==> config.mk <==
export PLATFORM = sky130hd
export DESIGN_NAME = efe_engine
export DESIGN_NICKNAME = d
export VERILOG_FILES = /design/src/efe_pkg.sv /design/src/efe_engine.sv
export SDC_FILE = /design/constraint.sdc
export NUM_CORES = 1
export LEC_CHECK = 0
export BUFFER_PORTS_ARGS = -buffer_cell sky130_fd_sc_hd__buf_2
export CORE_AREA = 5 5 114 116
export CTS_CLUSTER_DIAMETER = 30
export DETAILED_ROUTE_END_ITERATION = 7
export DIE_AREA = 0 0 119 121
export PLACE_DENSITY = 0.8
export SETUP_SLACK_MARGIN = 0.4
export SKIP_LAST_GASP = 1
export SLEW_MARGIN = 30
export SYNTH_ARGS = -nofsm -noshare
export SYNTH_HDL_FRONTEND = slang
export SYNTH_SLANG_ARGS = --single-unit
==> constraint.sdc <==
create_clock -name sys_clk -period 2.8 [get_ports sys_clk]
set_input_delay 0.28 -clock sys_clk [delete_from_list [all_inputs] [get_ports sys_clk]]
set_output_delay 0.28 -clock sys_clk [all_outputs]
set_load 0.01 [all_outputs]
==> src/efe_pkg.sv <==
// Package for the event filter engine: constants, encodings and the filter entry type
package efe_pkg;

   // ------------------------------------------------------------
   // Timing
   // ------------------------------------------------------------
   localparam int CLK_HZ = 100000000;
   localparam int SEC_S = 1;
   localparam int SEC_CYCLES = CLK_HZ * SEC_S;

   // ------------------------------------------------------------
   // Startup delays, in seconds
   // ------------------------------------------------------------
   localparam logic [7:0] FILT_DLY_RST = 8'h3C;
   localparam logic [7:0] DLY_MIN = 8'h3C;
   localparam logic [7:0] ALRT_DLY_RST = 8'h3C;

   // ------------------------------------------------------------
   // Filter table
   // ------------------------------------------------------------
   localparam int NUM_FILT = 8;
   localparam logic [3:0] POL_MIN = 4'h1;
   localparam logic [3:0] POL_MAX = 4'hF;

   // Chassis action selector
   typedef enum logic [2:0] {
      EFE_ACT_NONE  = 3'h0,
      EFE_ACT_PDOWN = 3'h1,
      EFE_ACT_PCYC  = 3'h2,
      EFE_ACT_RST   = 3'h3,
      EFE_ACT_DIAG  = 3'h4
   } efe_act_t;

   // Preloaded event classes, one per filter slot
   localparam logic [7:0] EVT_TEMP = 8'h01;
   localparam logic [7:0] EVT_VOLT = 8'h02;
   localparam logic [7:0] EVT_FAN = 8'h04;
   localparam logic [7:0] EVT_PSU = 8'h08;
   localparam logic [7:0] EVT_BOOT_CODE = 8'h0F;
   localparam logic [7:0] EVT_BFR = 8'h10;
   localparam logic [7:0] EVT_WDOG = 8'h23;
   localparam logic [7:0] EVT_RESTART = 8'h1D;
   // Event class used for reports of taken actions
   localparam logic [7:0] EVT_ACTION = 8'hC0;

   // One filter entry
   typedef struct packed {
      logic en;
      logic alert_en;
      efe_act_t act;
      logic [3:0] policy;
   } efe_filt_t;

   localparam efe_filt_t FILT_RST = '{en: 1'b0, alert_en: 1'b0,
      act: EFE_ACT_NONE, policy: 4'h0};

endpackage

==> src/efe_engine.sv <==
// Event filter engine: matches events and raises chassis actions and alerts
// Functional notes
// (RULE1) Every event is checked against all filters
// (RULE2) Global filtering enable gates whole engine
// (RULE3) Logging option reports each started action
// (RULE4) Filtering held off 60..255 s after reset
// (RULE5) Alerts held off 60..255 s, zero none
// (RULE6) Action needs filter selection and global enable
// (RULE7) Four global enables for the chassis actions
// (RULE8) Global alert enable gates all alerts
// (RULE9) Entry: enable, alert flag, action, policy
// (RULE10) Table preloaded with eight disabled entries
// (RULE11) Alert needs entry flag and global enable
// (RULE12) Policy 1..15 when entry alerting enabled
// (RULE13) Action is one of five choices
// (RULE14) One-second tick counts; held-off events dropped
module efe_engine
#(
   parameter int SEC_CYC = efe_pkg::SEC_CYCLES
)
(
   // Clock and reset
   input wire logic sys_clk,
   input wire logic sys_rst,
   // Global settings and holdoff lengths
   input wire logic filt_glb_en,
   input wire logic log_act_en,
   input wire logic [7:0] filt_dly_cfg,
   input wire logic [7:0] alrt_dly_cfg,
   input wire logic glb_pcyc_en,
   input wire logic glb_rst_en,
   input wire logic glb_pdown_en,
   input wire logic glb_diag_en,
   input wire logic glb_alert_en,
   // Filter entry write
   input wire logic cfg_we,
   input wire logic [2:0] cfg_idx,
   input wire logic cfg_en,
   input wire logic cfg_alert_en,
   input wire logic [2:0] cfg_act,
   input wire logic [3:0] cfg_policy,
   // Incoming events
   input wire logic evt_valid,
   input wire logic [7:0] evt_type,
   // Write status, chassis actions and alerts
   output logic cfg_err,
   output logic act_pcyc,
   output logic act_rst,
   output logic act_pdown,
   output logic act_diag,
   output logic alert_req,
   output logic [3:0] alert_policy,
   // Reports of taken actions
   output logic log_valid,
   output logic [7:0] log_type,
   output logic [7:0] log_data,
   // Holdoff state
   output logic filt_ready,
   output logic alrt_ready
);

   // ------------------------------------------------------------
   // Checks
   // ------------------------------------------------------------
   // Refuse settings the logic cannot serve
   if (SEC_CYC < 1)
   begin : g_chk
      $error("SEC_CYC must be at least one");
   end

   // Slot classes and the 3-bit index are laid out for eight slots
   if (efe_pkg::NUM_FILT != 8)
   begin : g_chk_slots
      $error("NUM_FILT must be eight");
   end

   // Fixed event class of each preloaded slot
   localparam logic [7:0] SLOT_EVT [efe_pkg::NUM_FILT] = '{
      efe_pkg::EVT_TEMP, efe_pkg::EVT_VOLT, efe_pkg::EVT_FAN,
      efe_pkg::EVT_PSU, efe_pkg::EVT_BOOT_CODE, efe_pkg::EVT_BFR,
      efe_pkg::EVT_WDOG, efe_pkg::EVT_RESTART};

   // ------------------------------------------------------------
   // State
   // ------------------------------------------------------------
   typedef struct packed {
      // Filter table and one-second divider
      efe_pkg::efe_filt_t [efe_pkg::NUM_FILT-1:0] tbl;
      logic [31:0] tick_cnt;
      // Startup holdoff counters and flags
      logic [7:0] filt_sec;
      logic [7:0] alrt_sec;
      logic filt_rdy;
      logic alrt_rdy;
      // Registered outputs
      logic cfg_err;
      logic pcyc;
      logic rst;
      logic pdown;
      logic diag;
      logic alert;
      logic [3:0] pol;
      logic log_v;
      logic [7:0] log_t;
      logic [7:0] log_d;
   } efe_state_t;

   // Registered state and its next value
   efe_state_t s_q;
   efe_state_t s_d;

   // ------------------------------------------------------------
   // Next state
   // ------------------------------------------------------------
   // Actions and alerts are one-cycle pulses; the first matching
   // alerting entry supplies the policy number.
   // A write and an event in one cycle: the event sees the old table.
   always_comb
   begin
      logic tick;
      logic [7:0] fdly;
      logic [7:0] adly;
      logic hit_any;
      logic alert_hit;
      logic [3:0] pol_sel;
      logic want_pcyc;
      logic want_rst;
      logic want_pdown;
      logic want_diag;
      efe_pkg::efe_filt_t e;
      tick = 1'b0;
      fdly = 8'h00;
      adly = 8'h00;
      hit_any = 1'b0;
      alert_hit = 1'b0;
      pol_sel = 4'h0;
      want_pcyc = 1'b0;
      want_rst = 1'b0;
      want_pdown = 1'b0;
      want_diag = 1'b0;
      e = efe_pkg::FILT_RST;
      s_d = s_q;
      s_d.pcyc = 1'b0;
      s_d.rst = 1'b0;
      s_d.pdown = 1'b0;
      s_d.diag = 1'b0;
      s_d.alert = 1'b0;
      s_d.log_v = 1'b0;

      // One-second tick divider
      // Both holdoffs share it, counting from the end of reset
      if (s_q.tick_cnt == 32'(SEC_CYC - 1))
      begin
         s_d.tick_cnt = 32'h0;
         tick = 1'b1; // RULE14
      end
      else
      begin
         s_d.tick_cnt = s_q.tick_cnt + 32'h1;
      end

      // Filtering delay: values below the minimum are raised to it
      fdly = (filt_dly_cfg < efe_pkg::DLY_MIN) ? efe_pkg::DLY_MIN
         : filt_dly_cfg; // RULE4
      if (!s_q.filt_rdy && tick)
      begin
         s_d.filt_sec = s_q.filt_sec + 8'h01;
         if (s_d.filt_sec >= fdly)
         begin
            s_d.filt_rdy = 1'b1; // RULE4
         end
      end

      // Alert delay: zero means alerts are free at once
      adly = (alrt_dly_cfg < efe_pkg::DLY_MIN) ? efe_pkg::DLY_MIN
         : alrt_dly_cfg; // RULE5
      if (alrt_dly_cfg == 8'h00)
      begin
         s_d.alrt_rdy = 1'b1; // RULE5
      end
      else if (!s_q.alrt_rdy && tick)
      begin
         s_d.alrt_sec = s_q.alrt_sec + 8'h01;
         if (s_d.alrt_sec >= adly)
         begin
            s_d.alrt_rdy = 1'b1; // RULE5
         end
      end

      // Table write; a bad policy or action refuses the write
      // so a half-valid entry never reaches the match logic
      if (cfg_we)
      begin
         if ((cfg_alert_en && (cfg_policy < efe_pkg::POL_MIN ||
            cfg_policy > efe_pkg::POL_MAX)) ||
            cfg_act > 3'(efe_pkg::EFE_ACT_DIAG))
         begin
            s_d.cfg_err = 1'b1; // RULE12 RULE13
         end
         else
         begin
            s_d.cfg_err = 1'b0;
            s_d.tbl[cfg_idx].en = cfg_en; // RULE9
            s_d.tbl[cfg_idx].alert_en = cfg_alert_en;
            s_d.tbl[cfg_idx].act = efe_pkg::efe_act_t'(cfg_act);
            s_d.tbl[cfg_idx].policy = cfg_policy;
         end
      end

      // Match every filter; held-off or disabled events are dropped
      if (evt_valid && filt_glb_en && s_q.filt_rdy) // RULE2 RULE14
      begin
         // Walking down leaves the lowest alerting slot's policy
         for (int i = efe_pkg::NUM_FILT - 1; i >= 0; i--)
         begin
            e = s_q.tbl[i];
            if (e.en && evt_type == SLOT_EVT[i]) // RULE1
            begin
               hit_any = 1'b1;
               // RULE6 RULE7 RULE13
               want_pcyc = want_pcyc | (e.act == efe_pkg::EFE_ACT_PCYC);
               want_rst = want_rst | (e.act == efe_pkg::EFE_ACT_RST);
               want_pdown = want_pdown |
                  (e.act == efe_pkg::EFE_ACT_PDOWN);
               want_diag = want_diag | (e.act == efe_pkg::EFE_ACT_DIAG);
               if (e.alert_en)
               begin
                  alert_hit = 1'b1;
                  pol_sel = e.policy;
               end
            end
         end
      end

      // Global gating of actions and alerts
      // Alerts also wait out their own holdoff; actions do not
      s_d.pcyc = want_pcyc & glb_pcyc_en; // RULE6 RULE7
      s_d.rst = want_rst & glb_rst_en; // RULE7
      s_d.pdown = want_pdown & glb_pdown_en; // RULE7
      s_d.diag = want_diag & glb_diag_en; // RULE7
      s_d.alert = hit_any & alert_hit & glb_alert_en &
         s_q.alrt_rdy; // RULE8 RULE11 RULE5
      if (s_d.alert)
      begin
         s_d.pol = pol_sel;
      end

      // Report of started actions as a new event
      // It carries the gated actions, not the wishes
      if (log_act_en && (s_d.pcyc | s_d.rst | s_d.pdown | s_d.diag))
      begin
         s_d.log_v = 1'b1; // RULE3
         s_d.log_t = efe_pkg::EVT_ACTION;
         s_d.log_d = {4'h0, s_d.diag, s_d.pdown, s_d.rst, s_d.pcyc};
      end
   end

   // ------------------------------------------------------------
   // Registers
   // ------------------------------------------------------------
   // Synchronous reset only; every output is a flop of this record
   // Table reset is the preloaded, fully disabled set
   always_ff @(posedge sys_clk)
   begin
      if (sys_rst)
      begin
         s_q <= '0;
         for (int i = 0; i < efe_pkg::NUM_FILT; i++)
         begin
            s_q.tbl[i] <= efe_pkg::FILT_RST; // RULE10
         end
      end
      else
      begin
         s_q <= s_d;
      end
   end

   // ------------------------------------------------------------
   // Outputs
   // ------------------------------------------------------------
   // Write status
   assign cfg_err = s_q.cfg_err;

   // Chassis actions and alert request, one-cycle pulses
   assign act_pcyc = s_q.pcyc;
   assign act_rst = s_q.rst;
   assign act_pdown = s_q.pdown;
   assign act_diag = s_q.diag;
   assign alert_req = s_q.alert;
   assign alert_policy = s_q.pol;

   // Action report
   assign log_valid = s_q.log_v;
   assign log_type = s_q.log_t;
   assign log_data = s_q.log_d;

   // Holdoff state
   assign filt_ready = s_q.filt_rdy;
   assign alrt_ready = s_q.alrt_rdy;

endmodule

# After elaboration in Yosys (flattened, before gate mapping)

Cells that the tools add are included.

Add/subtract/negate cells: 3
$lt $le $gt $ge: 9
Equal/unequal tests: 41
Multiplexer cells: 129
Bitwise gates (word level): 40
Reductions and logical operators: 27

Operators by type and width:

| operator              | count |
|---|---|
| $bwmux 72             | 4 |
| $demux 9 s3           | 4 |
| $mux 1                | 96 |
| $mux 4                | 19 |
| $eq 3x2->1 const B    | 16 |
| $add 32x1->32 const B | 1 |
| $eq 32x27->1 const B  | 1 |
| $or 1x1->1            | 31 |
| $eq 3x1->1 const B    | 8 |
| $eq 3x3->1 const B    | 8 |
| $mux 8                | 3 |
| $mux 17               | 1 |
| $add 8x1->8 const B   | 2 |
| $eq 8x4->1 const B    | 2 |
| $eq 8x5->1 const B    | 2 |
| $ge 8x8->1            | 2 |
| $lt 8x6->1 const B    | 2 |
| $logic_and 1x1->1     | 15 |
| $mux 9                | 1 |
| $eq 8x1->1 const B    | 1 |
| $eq 8x2->1 const B    | 1 |
| $eq 8x3->1 const B    | 1 |
| $eq 8x6->1 const B    | 1 |
| $logic_not 8->1       | 1 |
| other kinds (13)      | 26 |

Register bits after elaboration: 138
Bits of input ports: 47
Output and inout bits: 29
Word-level logic and storage cells: 296

# Depth between registers and ports, before layout

Depth after elaboration: 31
Depth in mapped cells: 11
Depth with buffers taken out: 11

# Worst setup path after synthesis

Ideal clock, no wire load.

Path kind: in2reg
Start: input filt_dly_cfg[7]
End: register s_q (netlist bit filt_ready)
Setup time: 0.129 ns
Arrival time: 2.046 ns
Required time: 2.671 ns
Setup slack: 0.625 ns
Cell stages on the path: 11
Path buffers: 0
Cells stage by stage: nor2_1 nand2_1 and2_1 ha_1 nand2b_1 a21o_1 a21o_1 a2111oi_0 o21ai_0 nand3b_1 o21ai_0

Word-level cells in the longest chain between the ends: 4

Ends and longest elaborated chain:

| element                      | line              | text |
|---|---|---|
| from (decl)                  | efe_engine.sv:28  | `input wire logic [7:0] filt_dly_cfg,` |
| $lt 8x6->1                   | efe_engine.sv:163 | `fdly = (filt_dly_cfg < efe_pkg::DLY_MIN) ? efe_pkg::DLY_MIN` |
| $mux 8 *                     | efe_engine.sv:163 |  |
| $ge 8x8->1 *                 | efe_engine.sv:168 | `if (s_d.filt_sec >= fdly)` |
| $reduce_and 2->1 (no line) * | -                 |  |
| to (decl)                    | efe_engine.sv:109 | `efe_state_t s_q;` |

Every way passes the cells marked *; elsewhere a longest branch is shown, timed or not.
A chain may end at the register's enable or synchronous reset.

# Worst setup path after layout

Start: register s_q[45] (netlist name)
End: register s_q[33] (netlist name)

Word-level cells in the longest chain between the ends: 4

Ends and longest elaborated chain:

| element                    | line              | text |
|---|---|---|
| $eq 32x27->1               | efe_engine.sv:152 | `if (s_q.tick_cnt == 32'(SEC_CYC - 1))` |
| $mux 1                     | efe_engine.sv:152 |  |
| $logic_and 1x1->1          | efe_engine.sv:181 | `else if (!s_q.alrt_rdy && tick)` |
| $reduce_and 2->1 (no line) | -                 |  |

No other way between the ends.

==> out/results.tsv <==
metric	value	unit
fin_skew	6.898	ps
htreeDepth	4	
finalNonFillerCells	995	
place.gp.congestion	0.9735	
die-area	14400	sq um
die_h	121	microns
rsz0062_at_grt	false	
clkTransAtPathRegs	60	ps
max_freq	0.4587	GHz
largest_reg_flops	120	
drv_slew	0	
grt_pass1_vias	5618	
yosys_warnings	0	
ys_types	59	
num_io_pins	76	
fin_area	7870	sq um
r2r_end	s_q[33]	
timing.final.crit_share	0.7785	
p_leak	0.003230	uW
use_met3	0.06200	
ant_nets	0	
hold_viol	0	
avgRoutedWirePerCell	16.26	microns
syn_avg_cell_area	8.752	sq um
rows	40	
placed_area	7224	sq um
async_flop_share	0	
startpoint_type	flop	
regMostFlops	s_q	
end_kind	flop	
cts_made_buffers	17	
gr-total-overflow	0	
hold_path_class	in -> reg	
dr_total_vias	5804	
dp_cells	962	
drive_gt1_frac	0.1568	
diodes	0	
reg2regPathDepth	9	
period_needed	2180	ps
synth_edf_count	0	
critical_path.max_fanout	8	
ctsHoldBuffers	0	
syn_area	6879	sq um
yosysSeqAreaShare	0.4016	
grtUsageMet1	0.2548	
initial_core_util	0.5824	
drc	0	
dp_hpwl	11590	microns
fin_nets	901	
vdd_ir_drop_max	348.2	uV
use_met2	0.3776	
antenna_found_initial	1	
numPortBuffers	65	
areaGrowthSynthToFinish	14.41	%
cts_tree	built	
powerDensity	582.0	nW/um^2
total_power	4581	uW
status	finished clean	
cap_viol_max_count	0	
criticalPathCategory	reg -> reg	
tightest_slew	683.0	ps
hp-start	cfg_we	
drt-pass1-iter-count	6	
seqCellArea	2763	sq um
busiest_layer	met2	
wl	16180	microns
fillers	927	
multi_input_area	3820	sq um
cts_sinks	138	
required	3090	ps
clockBufferDepth	2	
setup_viol	0	
r2r_slack	620	ps
hold_ws	140.1	ps
grt_max_degree	45	
r2r_start	s_q[45]	
min_delay_worst_endpoint	cfg_err	
holdPathStages	3	
die_x	119	microns
grt_pass1_wl	26190	microns
cts-root-buf	clkbuf_16	
relSlewSlack	0.5442	
syn_inst	786	
cp.arrival	2470	ps
coreArea	11810	sq um
clk_latency	420	ps
ys.flop_type	dfxtp_1	
ys_ff_latch	138	
grt_usage	0.2234	
drt-initial-drc-count	438	
viasPerCell	5.833	
setup_tns	0	ps
## routing by layer
metal | share of wire | wire length [microns]
met1 | 0.42 | 6803
met2 | 0.48 | 7846
met3 | 0.053 | 864
met4 | 0.040 | 653
met5 | 0.00068 | 11
## worst max-delay path by stage
stage,end,slack [ps],cells past startpoint,startpoint
3_3_place_gp,alert_policy[3],370,8,evt_type[4]
3_5_place_dp,alert_policy[2],250,8,evt_type[4]
4_1_cts,s_q[44],420,9,s_q[45]
2_1_floorplan,filt_ready,620,11,filt_dly_cfg[7]
6_report,s_q[33],620,9,s_q[45]
5_1_grt,s_q[33],430,9,s_q[45]
## layout by cell type, fill, tap and decap left out, types with 5 or more instances in the layout
cell         n
mux2i_1     67
buf_4       16
dfxtp_1    138
a22o_1       6
nor4b_1      8
xnor2_1     16
and2_1       9
buf_2       64
ha_1        18
nor2b_1      5
nor2_1     153
nand4_1     16
and3_1      20
a221oi_1     6
xor2_1      40
conb_1      10
nor4_1      11
nor3b_1     10
inv_1        9
nand3_1     36
a21oi_1     17
clkbuf_16   17
nor3_1      12
nand2_1     54
## metrics by stage
stage / util / setup WS [ps]
final: 0.6663 / 620.1
after global placement: 0.6117 / 366.3
after floorplan: - / 624.9
after CTS: 0.6647 / 415.6
after global routing: 0.6663 / 432.7
after detailed placement: 0.6117 / 254.6
## timing repair
action	in CTS	in global routing
resized for setup	1	6
buffers inserted	0	1
endpoints found under the setup margin	1	43
pin swaps	0	1
## synthesized netlist by cell type (2+ instances only)
cell	number	area (sq um)
nor4b_1	8	70.07
buf_4	21	157.7
nand2b_1	3	18.77
nor4_1	11	68.82
a21oi_1	17	85.08
clkbuf_1	26	97.59
nand2_1	54	202.7
a31oi_1	4	25.02
dfxtp_1	138	2763
nor3b_1	12	90.09
or2_2	2	12.51
and4_1	3	26.28
nor2_1	153	574.3
and3_1	20	125.1
a21o_1	4	30.03
xnor2_1	16	140.1
a22oi_1	2	15.01
buf_2	12	60.06
mux2i_1	67	670.6
o21ai_0	4	20.02
nand3_1	36	180.2
nor3_1	12	60.06
ha_1	19	237.7
o21a_1	4	30.03
o211ai_1	2	15.01
or4_4	2	22.52
a22o_1	6	52.55
inv_1	9	33.78
and2_1	11	68.82
o22ai_1	2	12.51
a311oi_1	4	35.03
and3b_1	4	35.03
nand3b_1	3	22.52
o311ai_2	2	32.53
a32o_1	2	20.02
nor2b_1	6	37.54
nand4_1	16	100.1
a32oi_1	3	26.28
a221oi_1	6	52.55
xor2_1	40	350.3
or3_1	2	12.51
## power by group
part,internal [uW],total [uW],switching (uW),leakage (uW)
clock,1490,2360,861,0.000297
combinational,81.0,223,142,0.00182
sequential,1990,2000,16.6,0.00111
## kinds of logic after synthesis
family,Yosys count,share of synthesized area
AO/OA/AOI/OAI,70,0.08057
XOR/XNOR,56,0.07130
adder cells (fa/ha/maj),19,0.03456
buffers and inverters,69,0.05129
flip-flops,138,0.4016
multiplexers,67,0.09749
other,1,0.0005451
AND/OR/NAND/NOR,366,0.2626
## area by class of cell
class,instances,share of cell area
multi-input cells,588,0.4854
repair buffers,80,0.05596
inverters,10,0.004769
well taps,147,0.02337
clock inverters,14,0.02496
clock buffers,18,0.05453
flip-flops and latches,138,0.3510
## worst max-delay path, stage by stage, from the launching register on
cell     delay, ps
dfxtp_1        360
ha_2           210
nand2_1         80
or3_1          430
nor4_2         210
buf_4          190
and2_4         200
nor2b_2        160
xnor2_1        130
nor2_1          70
Power figures use the tool's default switching activity.
